===== config.mk =====
export PLATFORM = sky130hd
export DESIGN_NAME = sca_admit
export DESIGN_NICKNAME = d
export VERILOG_FILES = /design/src/logic/sca_pkg.sv /design/src/logic/sca_admit.sv
export SDC_FILE = /design/constraint.sdc
export NUM_CORES = 1
export LEC_CHECK = 0
export BUFFER_PORTS_ARGS = -buffer_cell sky130_fd_sc_hd__buf_2
export CORE_UTILIZATION = 60
export CTS_CLUSTER_SIZE = 8
export DETAILED_ROUTE_END_ITERATION = 16
export MAX_ROUTING_LAYER = met4
export PLACE_DENSITY_LB_ADDON = 0.3
export SYNTH_ARGS = -nofsm -noshare
export SYNTH_HDL_FRONTEND = slang
export SYNTH_SLANG_ARGS = --single-unit

===== constraint.sdc =====
create_clock -name clk -period 7.26 [get_ports clk]
set_clock_uncertainty 0.1 [all_clocks]
set_input_delay 0.363 -clock clk [delete_from_list [all_inputs] [get_ports clk]]
set_output_delay 0.363 -clock clk [all_outputs]
set_load 0.02 [all_outputs]

===== src/logic/sca_pkg.sv =====
// Purpose: Constants and types for command admission and status arbitration
// Assumes: One clock, synchronous active-high reset, one command per request pulse
// Notes:   Functional notes below
package sca_pkg;
  localparam int          SCA_NI    = 8;
  localparam int          SCA_IW    = 3;
  localparam logic [7:0]  ST_GOOD   = 8'h00;
  localparam logic [7:0]  ST_CHECK  = 8'h02;
  localparam logic [7:0]  ST_BUSY   = 8'h08;
  localparam logic [7:0]  ST_RESV   = 8'h18;
  localparam logic [7:0]  ST_QFULL  = 8'h28;
  localparam logic [7:0]  INQ_UNK   = 8'h7f;
  localparam logic [2:0]  PFA_UA_MRIE = 3'h2;
  localparam logic [3:0]  KEY_NONE  = 4'h0;
  localparam logic [3:0]  KEY_NRDY  = 4'h2;
  localparam logic [3:0]  KEY_ILL   = 4'h5;
  localparam logic [3:0]  KEY_UA    = 4'h6;
  localparam logic [15:0] ASC_LUNNS = 16'h2500;
  localparam logic [15:0] ASC_OPC   = 16'h2000;
  localparam logic [15:0] ASC_CDB   = 16'h2400;
  localparam logic [15:0] ASC_NRDY  = 16'h0400;
  // UA causes, index 0 ranks highest
  localparam int UA_N     = 7;
  localparam int UA_RESET = 0;
  localparam int UA_CLR   = 1;
  localparam int UA_PR    = 2;
  localparam int UA_FMT   = 3;
  localparam int UA_MCODE = 4;
  localparam int UA_MODE  = 5;
  localparam int UA_LOG   = 6;
  localparam logic [UA_N*16-1:0] UA_ASC = {16'h2a02, 16'h2a01, 16'h3f01, 16'h2800,
                                           16'h2a03, 16'h2f00, 16'h2900};
  typedef enum logic [1:0] {SCA_OP_OTHER, SCA_OP_INQ, SCA_OP_SENSE, SCA_OP_RLUN} sca_op_t;
  typedef struct packed {
    logic [SCA_IW-1:0] init;
    logic [7:0]        lun;
    sca_op_t           op;
    logic              bad_opc;
    logic              bad_cdb;
    logic              resv_conf;
  } sca_cmd_t;
  typedef enum logic [1:0] {SCA_EXEC, SCA_QUEUE, SCA_REJECT} sca_act_t;
  typedef struct packed {
    logic       valid;
    sca_act_t   act;
    logic [7:0] status;
    logic       sense_ok;
    logic [3:0] key;
    logic [15:0] asc;
    logic [7:0] inq_b0;
  } sca_resp_t;
  typedef struct packed {
    logic      io_active;
    logic      wrong_conn;
    logic      deferred;
    logic      startup_fmt;
    logic      q_all_full;
    logic      q_free_full;
    logic      fmt_queued;
    logic      degraded_start_queued;
    logic      sas;
    logic      over_64;
    logic      bus_err;
    logic [2:0] mrie;
  } sca_state_in_t;
  typedef struct packed {
    logic             lun_reset;
    logic             hard_reset;
    logic             mode_ok;
    logic             mode_pages;
    logic             fmt_done;
    logic             mcode_done;
    logic             log_reset;
    logic             clr_task;
    logic [SCA_NI-1:0] clr_had_io;
    logic             pr_clear;
    logic [SCA_IW-1:0] pr_holder;
    logic             pfa;
    logic [SCA_IW-1:0] issuer;
  } sca_ev_t;
endpackage : sca_pkg


===== src/logic/sca_admit.sv =====
// Purpose: Decide execute, queue or reject for each command; track UA and sense
// Assumes: Command and event inputs are synchronous one-cycle pulses
// Notes:   Response registered one cycle after cmd_valid
`timescale 1ns/100ps
`default_nettype none
module sca_admit
  import sca_pkg::*;
#(
  parameter int NI = sca_pkg::SCA_NI
)(
  // Clock and reset
  input  wire logic                   clk,
  input  wire logic                   reset,
  // Command in
  input  wire logic                   cmd_valid,
  input  wire sca_pkg::sca_cmd_t      cmd,
  input  wire sca_pkg::sca_state_in_t st,
  // Events raising unit attention
  input  wire logic                   ev_valid,
  input  wire sca_pkg::sca_ev_t       ev,
  // Answer
  output logic                        ua_any,
  output sca_pkg::sca_resp_t          resp
);
  import sca_pkg::*;

  typedef struct packed {
    logic [NI-1:0][UA_N-1:0] ua;
    logic [NI-1:0]           sn_v;
    logic [NI-1:0][19:0]     sn;
    sca_resp_t               resp;
    logic                    any;
  } sca_regs_t;

  sca_regs_t q, d;

  logic [UA_N-1:0] ua_cur;
  logic [UA_N-1:0] ua_top;
  logic            lun_bad;
  logic            ua_pend;
  logic [15:0]     ua_asc;

  always_comb
  begin
    ua_cur  = q.ua[cmd.init];
    ua_top  = ua_cur & (~ua_cur + 7'h01);
    ua_asc  = 16'h0000;
    for (int k = 0; k < UA_N; k++)
    begin
      if (ua_top[k])
      begin
        ua_asc = UA_ASC[k*16 +: 16];
      end
    end
    lun_bad = (cmd.lun != 8'h00);
    ua_pend = |ua_cur;
  end

  always_comb
  begin
    d = q;
    d.resp.valid = 1'b0;
    // UA set by events
    if (ev_valid)
    begin
      for (int i = 0; i < NI; i++)
      begin
        if (ev.lun_reset || ev.hard_reset)
        begin
          d.ua[i][UA_RESET] = 1'b1;
        end
        if (i != int'(ev.issuer))
        begin
          if (ev.mode_ok && ev.mode_pages)
          begin
            d.ua[i][UA_MODE] = 1'b1;
          end
          if (ev.fmt_done)
          begin
            d.ua[i][UA_FMT] = 1'b1;
          end
          if (ev.mcode_done)
          begin
            d.ua[i][UA_MCODE] = 1'b1;
          end
          if (ev.log_reset)
          begin
            d.ua[i][UA_LOG] = 1'b1;
          end
          if (ev.clr_task && ev.clr_had_io[i])
          begin
            d.ua[i][UA_CLR] = 1'b1;
          end
        end
        if (ev.pr_clear && i == int'(ev.pr_holder))
        begin
          d.ua[i][UA_PR] = 1'b1;
        end
        // No dedicated cause bit; reuses mode-change rank slot for simplicity
        if (ev.pfa && st.mrie == PFA_UA_MRIE)
        begin
          d.ua[i][UA_MODE] = 1'b1;
        end
      end
    end
    if (cmd_valid)
    begin
      d.resp = '0;
      d.resp.valid = 1'b1;
      d.resp.act = SCA_REJECT;
      d.resp.status = ST_CHECK;
      d.resp.sense_ok = 1'b1;
      if (!st.bus_err)
      begin
        // Priority chain, first match wins
        if (lun_bad)
        begin
          d.resp.key = KEY_ILL;
          d.resp.asc = ASC_LUNNS;
          if (cmd.op == SCA_OP_INQ)
          begin
            d.resp.act = SCA_EXEC;
            d.resp.status = ST_GOOD;
            d.resp.sense_ok = 1'b0;
            d.resp.inq_b0 = INQ_UNK;
          end
          else if (cmd.op == SCA_OP_SENSE)
          begin
            d.resp.act = SCA_EXEC;
            d.resp.status = ST_GOOD;
          end
          // Else auto-sense check condition; valid-LUN state untouched
        end
        else
        begin
          // Any later command from the same initiator to the LUN discards its saved sense
          d.sn_v[cmd.init] = 1'b0;
          if (st.wrong_conn)
          begin
            d.resp.key = KEY_ILL;
            d.resp.asc = ASC_OPC;
          end
          else if (ua_pend && (cmd.op == SCA_OP_INQ || cmd.op == SCA_OP_RLUN))
          begin
            d.resp.act = SCA_EXEC;
            d.resp.status = ST_GOOD;
            d.resp.sense_ok = 1'b0;
          end
          else if (ua_pend && cmd.op == SCA_OP_SENSE)
          begin
            d.resp.act = SCA_EXEC;
            d.resp.status = ST_GOOD;
            if (q.sn_v[cmd.init])
            begin
              d.resp.key = q.sn[cmd.init][19:16];
              d.resp.asc = q.sn[cmd.init][15:0];
            end
            else
            begin
              d.resp.key = KEY_UA;
              d.resp.asc = ua_asc;
              d.ua[cmd.init] = d.ua[cmd.init] & ~ua_top;
            end
          end
          else if (ua_pend)
          begin
            d.resp.key = KEY_UA;
            d.resp.asc = ua_asc;
            d.ua[cmd.init] = d.ua[cmd.init] & ~ua_top;
          end
          else if (st.io_active && st.sas && st.over_64)
          begin
            d.resp.status = ST_BUSY;
            d.resp.sense_ok = 1'b0;
          end
          else if (st.io_active && (st.q_all_full || st.q_free_full || st.fmt_queued
                   || st.degraded_start_queued))
          begin
            d.resp.status = ST_QFULL;
            d.resp.sense_ok = 1'b0;
          end
          else if (st.deferred)
          begin
            d.resp.key = KEY_NRDY;
            d.resp.asc = ASC_NRDY;
          end
          else if (st.startup_fmt)
          begin
            d.resp.key = KEY_NRDY;
            d.resp.asc = ASC_NRDY;
          end
          else if (cmd.resv_conf)
          begin
            d.resp.status = ST_RESV;
            d.resp.sense_ok = 1'b0;
          end
          else if (cmd.bad_opc)
          begin
            d.resp.key = KEY_ILL;
            d.resp.asc = ASC_OPC;
          end
          else if (cmd.bad_cdb)
          begin
            d.resp.key = KEY_ILL;
            d.resp.asc = ASC_CDB;
          end
          else if (st.io_active)
          begin
            d.resp.act = SCA_QUEUE;
            d.resp.status = ST_GOOD;
            d.resp.sense_ok = 1'b0;
          end
          else
          begin
            d.resp.act = SCA_EXEC;
            d.resp.status = ST_GOOD;
            d.resp.sense_ok = 1'b0;
          end
          if (d.resp.status == ST_CHECK)
          begin
            d.sn_v[cmd.init] = 1'b1;
            d.sn[cmd.init] = {d.resp.key, d.resp.asc};
          end
        end
      end
      else
      begin
        d.resp.sense_ok = 1'b0;
      end
    end
    d.any = |d.ua;
  end

  always_ff @(posedge clk)
  begin
    if (reset)
    begin
      q <= '0;
      for (int i = 0; i < NI; i++)
      begin
        q.ua[i][UA_RESET] <= 1'b1;
      end
      q.any <= 1'b1;
    end
    else
    begin
      q <= d;
    end
  end

  assign resp   = q.resp;
  assign ua_any = q.any;

  lun_reject_a: assert property (@(posedge clk) disable iff (reset)
    cmd_valid && lun_bad && cmd.op == SCA_OP_OTHER && !st.bus_err
    |=> resp.valid && resp.act == SCA_REJECT && resp.status == ST_CHECK
    && resp.key == KEY_ILL && resp.asc == ASC_LUNNS)
    else $error("invalid lun not rejected");
  lun_inq_a: assert property (@(posedge clk) disable iff (reset)
    cmd_valid && lun_bad && cmd.op == SCA_OP_INQ && !st.bus_err
    |=> resp.act == SCA_EXEC && resp.status == ST_GOOD && resp.inq_b0 == INQ_UNK)
    else $error("inquiry to invalid lun wrong");
  lun_sense_a: assert property (@(posedge clk) disable iff (reset)
    cmd_valid && lun_bad && cmd.op == SCA_OP_SENSE && !st.bus_err
    |=> resp.status == ST_GOOD && resp.key == KEY_ILL && resp.asc == ASC_LUNNS)
    else $error("sense to invalid lun wrong");
  // Event sets excluded so the cleared cause is the only change
  ua_clear_a: assert property (@(posedge clk) disable iff (reset)
    cmd_valid && !lun_bad && !st.bus_err && !st.wrong_conn && ua_pend
    && cmd.op == SCA_OP_OTHER && !ev_valid
    |=> resp.key == KEY_UA && resp.status == ST_CHECK
    && q.ua[$past(cmd.init)] == ($past(ua_cur) & ~$past(ua_top)))
    else $error("unit attention not cleared");
  ua_keep_a: assert property (@(posedge clk) disable iff (reset)
    cmd_valid && !lun_bad && !st.bus_err && !st.wrong_conn && ua_pend && !ev_valid
    && (cmd.op == SCA_OP_INQ || cmd.op == SCA_OP_RLUN)
    |=> resp.act == SCA_EXEC && resp.status == ST_GOOD
    && q.ua[$past(cmd.init)] == $past(ua_cur))
    else $error("inquiry disturbed unit attention");
  sense_keep_a: assert property (@(posedge clk) disable iff (reset)
    cmd_valid && !lun_bad && !st.bus_err && !st.wrong_conn && ua_pend && !ev_valid
    && cmd.op == SCA_OP_SENSE && q.sn_v[cmd.init]
    |=> resp.status == ST_GOOD && {resp.key, resp.asc} == $past(q.sn[cmd.init])
    && q.ua[$past(cmd.init)] == $past(ua_cur))
    else $error("pending sense not returned");
  sense_save_a: assert property (@(posedge clk) disable iff (reset)
    cmd_valid && !lun_bad && !st.bus_err
    |=> q.sn_v[$past(cmd.init)] == (resp.status == ST_CHECK))
    else $error("sense data not tracked");
  busy_sas_a: assert property (@(posedge clk) disable iff (reset)
    resp.valid && resp.status == ST_BUSY |-> $past(st.sas) && $past(st.over_64))
    else $error("busy without sas overflow");
  qfull_a: assert property (@(posedge clk) disable iff (reset)
    resp.valid && resp.status == ST_QFULL |-> !resp.sense_ok && resp.act == SCA_REJECT)
    else $error("queue full with sense");
  startup_a: assert property (@(posedge clk) disable iff (reset)
    cmd_valid && !lun_bad && !ua_pend && !st.io_active && !st.bus_err && !st.wrong_conn
    && !st.deferred && st.startup_fmt
    |=> resp.status == ST_CHECK && resp.key == KEY_NRDY)
    else $error("startup command not refused");
  exec_idle_a: assert property (@(posedge clk) disable iff (reset)
    cmd_valid && !lun_bad && !ua_pend && !st.io_active && !st.bus_err && !st.wrong_conn
    && !st.deferred && !st.startup_fmt && !cmd.resv_conf && !cmd.bad_opc && !cmd.bad_cdb
    |=> resp.act == SCA_EXEC && resp.status == ST_GOOD)
    else $error("idle command not executed");
  bus_err_a: assert property (@(posedge clk) disable iff (reset)
    cmd_valid && st.bus_err |=> resp.valid && resp.status == ST_CHECK && !resp.sense_ok)
    else $error("bus error answer wrong");
  reset_ua_a: assert property (@(posedge clk)
    $past(reset) && !reset |-> ua_any && !resp.valid)
    else $error("no unit attention after reset");
endmodule : sca_admit
`default_nettype wire


== Word-level counts from Yosys, hierarchy flattened ==
Cells that the tools add are included.

* Bits in registers: 265
* Input port bits: 58

* $add $sub $neg: 1
* $lt $le $gt $ge: 2
* Eq/ne operators: 19
* Multiplexer cells: 156
* Bitwise gates (word level): 9
* Reductions and logical operators: 36

{| class="wikitable"
|+ Operator list
! kind !! number
|-
| $mux W224 || 2
|-
| $mux W56 || 6
|-
| $mux W20 || 15
|-
| $mux W264 || 1
|-
| $mux W168 || 1
|-
| $bwmux W160 || 1
|-
| $mux W11 || 10
|-
| $mux W16 || 6
|-
| $mux W1 || 77
|-
| $bmux W20 S3 || 1
|-
| $demux W20 S3 || 1
|-
| $bwmux W56 || 1
|-
| $reduce_or A56 Y1 || 1
|-
| $mux W10 || 5
|-
| $bmux W7 S3 || 2
|-
| $mux W19 || 2
|-
| $mux W4 || 8
|-
| $mux W31 || 1
|-
| $mux W28 || 1
|-
| $mux W7 || 4
|-
| $mux W9 || 3
|-
| $logic_and A1 B1 Y1 || 24
|-
| $demux W7 S3 || 1
|-
| $and A7 B7 Y7 || 2
|-
| other kinds (30) || 47
|}

== Depth between registers and ports, before layout ==
Gate-level depths: netlist of the first run.

* Word-level depth: 25
* Gate-level depth with buffers: 14

== Worst setup path after synthesis of the first run ==
OpenSTA, ideal clock, no wires.

* Path kind: in2reg
* From: in cmd[13] (netlist bit)
* To: reg q, in the netlist ua_any
* Setup time: 0.133 ns
* Arrival time: 3.120 ns
* Required time: 7.027 ns
* Setup slack: 3.907 ns
* Cell stages on the path: 13
* Path buffers: 4
* Cells stage by stage: buf_6 > buf_2 > buf_2 > nand3b_1 > a21oi_1 > o41ai_2 > o311ai_2 > buf_2 > nor2_1 > mux2i_1 > nand4_1 > nor4_1 > nand4_1

* Word-level cells in the longest chain between the ends: 16

{| class="wikitable"
|+ RTL lines
! element !! RTL line !! text
|-
| start: declaration || sca_admit.sv:16 || <nowiki>input wire sca_pkg::sca_cmd_t cmd,</nowiki>
|-
| $bmux W7 S3 || sca_admit.sv:45 || <nowiki>ua_cur = q.ua[cmd.init];</nowiki>
|-
| $mux W7 (implied by the code) || sca_admit.sv:45 ||
|-
| $not A7 Y7 || sca_admit.sv:46 || <nowiki>ua_top = ua_cur & (~ua_cur + 7'h01);</nowiki>
|-
| $add A7 B1 Y7 || sca_admit.sv:46 ||
|-
| $and A7 B7 Y7 || sca_admit.sv:46 ||
|-
| $not A7 Y7 || sca_admit.sv:162, sca_admit.sv:169 ||
|-
| $and A7 B7 Y7 || sca_admit.sv:162, sca_admit.sv:169 ||
|-
| $bwmux W56 || sca_admit.sv:162, sca_admit.sv:169 ||
|-
| $mux W56 (on tied branches) || sca_admit.sv:165, sca_admit.sv:153 ||
|-
| $mux W56 || sca_admit.sv:149 || <nowiki>else if (ua_pend && cmd.op == SCA_OP_SENSE)</nowiki>
|-
| $mux W56 * || sca_admit.sv:143 || <nowiki>else if (ua_pend && (cmd.op == SCA_OP_INQ || cmd.op == SCA_OP_RLUN))</nowiki>
|-
| $mux W56 * || sca_admit.sv:138 || <nowiki>if (st.wrong_conn)</nowiki>
|-
| $mux W224 * || sca_admit.sv:116 || <nowiki>if (lun_bad)</nowiki>
|-
| $mux W224 * || sca_admit.sv:113 || <nowiki>if (!st.bus_err)</nowiki>
|-
| $mux W264 * || sca_admit.sv:106 || <nowiki>if (cmd_valid)</nowiki>
|-
| $reduce_or A56 Y1 * || sca_admit.sv:231 || <nowiki>d.any = |d.ua;</nowiki>
|-
| end: declaration || sca_admit.sv:35 || <nowiki>sca_regs_t q, d;</nowiki>
|}

Every way passes the cells marked *; elsewhere a longest branch is shown, timed or not. The select of a mux whose other input is x is not followed.
A chain may end at the register's enable or synchronous reset.

== Worst setup path in the final report of the first run ==
Same ends and word-level chain as after synthesis.

==> flow_metrics.env, run 1 <==
export IMPL_rsz0062_at_grt="no"
export IMPL_first_global_vias=10600
export IMPL_cts_buffer_depth=3
export IMPL_totalWireLength_um=38800
export IMPL_synth_mux_area_share_pct=4.26
export IMPL_cap_violations=0
export IMPL_setup_viol=0
export IMPL_tns_ns=0
export IMPL_ant_nets=0
export IMPL_die_w_um=144
export IMPL_start_util_pct=61.7
export IMPL_final_common_cell="dfxtp_1"
export IMPL_synthAdderAreaFrac_pct=0.310
export IMPL_peakVddDrop_uv=181
export IMPL_post_cts_buffers=0
export IMPL_nNetsFinal=1510
export IMPL_io_pins=99
export IMPL_cts_root_buf="clkbuf_16"
export IMPL_syn_avg_cell_area_sq_um=8.44
export IMPL_num_antenna_cells=0
export IMPL_viasPerCell=6.67
export IMPL_place_congestion=1.04
export IMPL_grt_overflow=0
export IMPL_clkTransAtPathRegs_ns=0.05
export IMPL_crit_top_cell="nand4_1"
export IMPL_grt_usage_pct=38.6
export IMPL_p_leak_nw=4.82
export IMPL_antenna_found_initial=0
export IMPL_via_count=11500
export IMPL_grt_pass1_wl_um=58900
export IMPL_clkLatencyLatePin_ns=0.52
export IMPL_post_route_min_period_ns=4.23
export IMPL_worst_path_max_delay_cell="nor2_1"
export IMPL_hold_class="in -> reg"
export IMPL_slowest_delay_ns=0.92
export IMPL_slew_headroom_pct=20.6
export IMPL_cts_sinks=254
export IMPL_grt_max_degree=93
export IMPL_firstDrtPassIters=6
export IMPL_synth_ff_type="dfxtp_1"
export IMPL_mostFrequentLayoutCells="dfxtp_1, nand2_1, a21oi_1, nor2_1, buf_2"
export IMPL_ys_seq_area_share_pct=42.0
export IMPL_syn_inst=1433
export IMPL_synth_edf_count=0
export IMPL_cts_tree="done"
export IMPL_synth_top_family_by_area="simple AND/OR/NAND/NOR gates"
export IMPL_critPathKind="in -> reg"
export IMPL_drtIter0Drc=1409
export IMPL_cts_buffers=37
export IMPL_synthesis_area_sq_um=12100
export IMPL_ys_ff_latch=254
export IMPL_htreeDepth=2
export IMPL_die_h_um=144
export IMPL_fin_crit_sh_pct=58.3
export IMPL_synth_simple_area_share_pct=23.5
export IMPL_synthArstFlopShare_pct=0
export IMPL_status="completed"
export IMPL_hold_viol=0
export IMPL_rows=51
export IMPL_critPathMaxFanout=35
export IMPL_worst_slew_pin_slew_ns=1.19
export IMPL_drive_gt1_share_pct=15.2
export IMPL_drc=0
export IMPL_maxSlewViolCount=0
export IMPL_yosys_warnings=0
export IMPL_critPathBufInv=1
export IMPL_finalHoldWorstSlack_ns=0.0632
export IMPL_wl_per_cell_um=22.6
export IMPL_fp_coreArea_sq_um=19600
export IMPL_worstPathRequired_ns=7.55
export IMPL_ys_types=81
export IMPL_synth_compound_area_share_pct=23.4
export IMPL_cts_resized=0
export IMPL_io_buffer_count=93
export IMPL_startpoint_type="primary input"
export IMPL_endpoint_kind="flip-flop"
export IMPL_p_per_area_nw_per_um2=246
export IMPL_cp_data_arrival_time_ns=4.52
export IMPL_place_hpwl_um=25300
export IMPL_syn_to_final_growth_pct=10.1
export IMPL_ctsHoldBuffers=0
export IMPL_path_delay_family="simple AND/OR/NAND/NOR gates"
export IMPL_fmax_mhz=236
export IMPL_synth_xor_area_share_pct=0.0724
export IMPL_design_die_area_sq_um=20700
export IMPL_crit_path_cell_trace="buf_2, or3b_2, a21boi_0, o41ai_2, o311ai_2, nor2_1, mux2i_1, nand4_1, nor4_1, nand4_1"
[final timing paths]
kind              slack (ns)        end       from  depth (start not counted)
hold reg to reg         0.35  flip-flop  flip-flop                          2
setup / recovery        3.03     ua_any    cmd[13]                         10
hold / removal          0.06   resp[33]     cmd[0]                          3
setup reg to reg        3.24     ua_any  flip-flop                          9
[report_power, final]
part           switching [mW]  internal, mW
Sequential             0.0123          1.42
Combinational           0.215        0.0969
Clock                   0.590         0.941
Total                   0.817          2.45
[cells in the mapped netlist, drive strengths merged (12+ instances only)]
cell	n	area [sq um]
dfxtp	254	5080
nand2	173	649
a21oi	162	811
nor2	154	661
and2	84	526
buf	69	484
clkbuf	68	255
a22oi	63	473
o22ai	48	300
a211oi	29	253
mux2i	25	279
o21ai	24	120
nor3	22	120
nand3	21	105
nand4	21	146
o21a	18	135
a31oi	16	100
nor2b	12	75.1
[area by class of cell]
type / count / area, sq um
Clock buffer: 41 / 983
Clock inverter: 1 / 8.76
Fill cell: 1549 / 6280
Inverter: 8 / 30.0
Multi-Input combinational cell: 1038 / 6280
Sequential cell: 254 / 5080
Tap cell: 265 / 332
Timing Repair Buffer: 110 / 599
[through the flow]
step / instances / instance area [sq um] / setup slack, ns / total power [mW] / util (%)
detailed placement: 1675 / 12300 / 2.62 / 1.75 / 62.9
global route: 1717 / 13300 / 2.77 / 3.34 / 68.0
floorplan: 1437 / 12100 / 3.91 / 1.66 / -
CTS: 1717 / 13300 / 3.17 / 3.25 / 68.0
finish: 1717 / 13300 / 3.03 / 3.27 / 68.0
global placement: 1675 / 12300 / 2.76 / 1.75 / 62.9
[worst register-to-register path, stage by stage, from the launching register on]
cell	delay, ns
dfxtp_1	0.31
or3b_2	0.18
a21boi_0	0.12
o41ai_2	0.86
o311ai_2	0.51
nor2_1	0.92
mux2i_1	0.36
nand4_1	0.16
nor4_1	0.26
nand4_1	0.12
[cell families (layout without fill, tap and decap cells)]
logic type                 Yosys count  count (layout)
xor gates and xnor gates             1               1
DFF                                254             254
muxes                               38              38
and+or+nand+nor                    562             562
buffers and inverters              145             160
adders and majority gates            3               3
AOI/OAI and AO/OA                  429             429
other                                1               5
[per-layer routing]
metal,up-vias,share of wire [%],track usage [%]
met3,148,11,8.41
met2,765,45,58.8
met4,0,4.1,18.9
met5,-,0,-
li1,5135,-,-
met1,5407,40,48.5
Note: power is estimated with default switching activity, not from simulation.
==> run 2: changes to the inputs <==
==> constraint.sdc (replaced) <==
create_clock -name clk -period 3.9 [get_ports clk]
set_clock_uncertainty 0.1 [all_clocks]
set_input_delay 0.195 -clock clk [delete_from_list [all_inputs] [get_ports clk]]
set_output_delay 0.195 -clock clk [all_outputs]
set_load 0.02 [all_outputs]
==> run 2 against run 1 <==
  * Clock-buffer cell count down 2
  * Combinational power up 100%
  * Clock power grew 85%
  * Total power up 87%
  * Setup slack got worse by 2.7 ns
  * Final area increased by 4.7%
  * Utilization up 3.2 points
  * Sequential power up 86%
  * Critical endpoint unchanged
==> flow_metrics.env, run 2 (synthesized netlist as in run 1, its figures left out) <==
export IMPL_status="completed"
export IMPL_syn_to_final_growth_pct=15.3
export IMPL_viasPerCell=6.62
export IMPL_die_h_um=144
export IMPL_setup_viol=0
export IMPL_slew_headroom_pct=28.3
export IMPL_place_hpwl_um=28100
export IMPL_grt_usage_pct=41.6
export IMPL_grt_overflow=0
export IMPL_wl_per_cell_um=23.0
export IMPL_fp_coreArea_sq_um=19600
export IMPL_clkLatencyLatePin_ns=0.52
export IMPL_place_inst=1746
export IMPL_firstDrtPassIters=7
export IMPL_maxSlewViolCount=0
export IMPL_fin_crit_sh_pct=90.8
export IMPL_tns_ns=0
export IMPL_final_common_cell="dfxtp_1"
export IMPL_worst_slew_pin_slew_ns=1.08
export IMPL_final_cells=1795
export IMPL_p_leak_nw=5.20
export IMPL_rsz0062_at_grt="no"
export IMPL_drtIter0Drc=1374
export IMPL_cap_violations=0
export IMPL_htreeDepth=2
export IMPL_io_buffer_count=93
export IMPL_startpoint_type="flip-flop"
export IMPL_fmax_mhz=282
export IMPL_clkTransAtPathRegs_ns=0.06
export IMPL_peakVddDrop_uv=404
export IMPL_io_pins=99
export IMPL_worstReg2RegEnd="ua_any"
export IMPL_place_congestion=1.07
export IMPL_worstPathRequired_ns=4.17
export IMPL_first_global_vias=11100
export IMPL_start_util_pct=61.7
export IMPL_design_die_area_sq_um=20700
export IMPL_grt_pass1_wl_um=63300
export IMPL_cts_buffers=37
export IMPL_r2r_slack_ns=0.36
export IMPL_nNetsFinal=1588
export IMPL_finalHoldWorstSlack_ns=0.0140
export IMPL_critPathMaxFanout=9
export IMPL_cts_resized=0
export IMPL_holdPathStages=5
export IMPL_hold_class="in -> reg"
export IMPL_worst_hold_path_endpoint="q[231]"
export IMPL_critPathKind="reg -> reg"
export IMPL_hold_path_startpoint="ev[11]"
export IMPL_via_count=11900
export IMPL_mostFrequentLayoutCells="dfxtp_1, nand2_1, a21oi_1, nor2_1, buf_2"
export IMPL_timing_rr_start="q[240]"
export IMPL_totalWireLength_um=41200
export IMPL_cts_tree="done"
export IMPL_num_antenna_cells=0
export IMPL_cts_root_buf="clkbuf_16"
export IMPL_post_route_util_pct=71.2
export IMPL_grt_max_degree=116
export IMPL_drive_gt1_share_pct=19.1
export IMPL_p_per_area_nw_per_um2=439
export IMPL_rows=51
export IMPL_cts_buffer_depth=3
export IMPL_ant_nets=0
export IMPL_post_route_min_period_ns=3.54
export IMPL_hold_viol=0
export IMPL_antenna_found_initial=0
export IMPL_drc=0
export IMPL_cts_sinks=254
export IMPL_r2r_cells=9
export IMPL_cp_data_arrival_time_ns=3.81
export IMPL_die_w_um=144
export IMPL_endpoint_kind="flip-flop"
run 2: cell types whose count changed in the layout (fill, tap and decap cells not counted), moves of 2 or more:
cell	delta
dlygate4sd3_1	+7
clkinv_8	+2
buf_4	+69
clkbuf_16	-2
buf_12	+2
run 2: routing by layer:
layer / up-vias / global-route usage [%] / wire length [um]
met5: - / - / 0
met4: 0 / 19.5 / 1900
met3: 156 / 9.74 / 4980
met2: 825 / 60.2 / 17900
met1: 5601 / 54.6 / 16500
li1: 5303 / - / -
run 2: worst max path at each step:
stage | from | end | slack, ns | cells after the start
after floorplan | cmd[13] | ua_any | 0.72 | 13
after global placement | cmd[13] | ua_any | 0.08 | 12
after detailed placement | cmd[13] | flip-flop | 0.07 | 12
after CTS | q[219] | flip-flop | 0.45 | 11
after global routing | q[219] | flip-flop | 0.18 | 11
final | q[240] | ua_any | 0.36 | 9
run 2: critical path, stage by stage, from the launching register on:
cell and delay, ns:
dfxtp_1 0.34, mux4_2 0.46, mux2i_1 0.34, nand4_4 0.22, nor4b_1 0.59, a31oi_1 0.31
mux2i_1 0.34, nand3_1 0.10, nor4_1 0.46, nand4_1 0.14
run 2: final cells by class:
cell class                 count  area [sq um]
tap                          265           332
timing repair buffer         188          1230
fill                        1540          5650
clock inverter                 3          62.6
inverter                       8          30.0
sequential                   254          5080
multi-input combinational   1038          6270
clock buffer                  39           933
run 2: report_power, final:
part	leakage (nW)	internal [mW]	switching (mW)
logic	2.67	0.216	0.419
registers	2.06	2.64	0.0224
clock network	0.484	1.69	1.13
run 2: repair_timing:
action,in CTS,in global routing
buffers inserted,0,0
hold buffers,7,0
hold endpoints to repair,8,0
run 2: stage by stage:
step	setup slack, ns	instance area [sq um]	power [mW]
floorplan	0.715	12100	3.09
global placement	0.0806	12900	3.31
detailed placement	0.0726	12900	3.31
CTS	0.446	13900	6.10
global route	0.176	13900	6.28
finish	0.360	13900	6.12
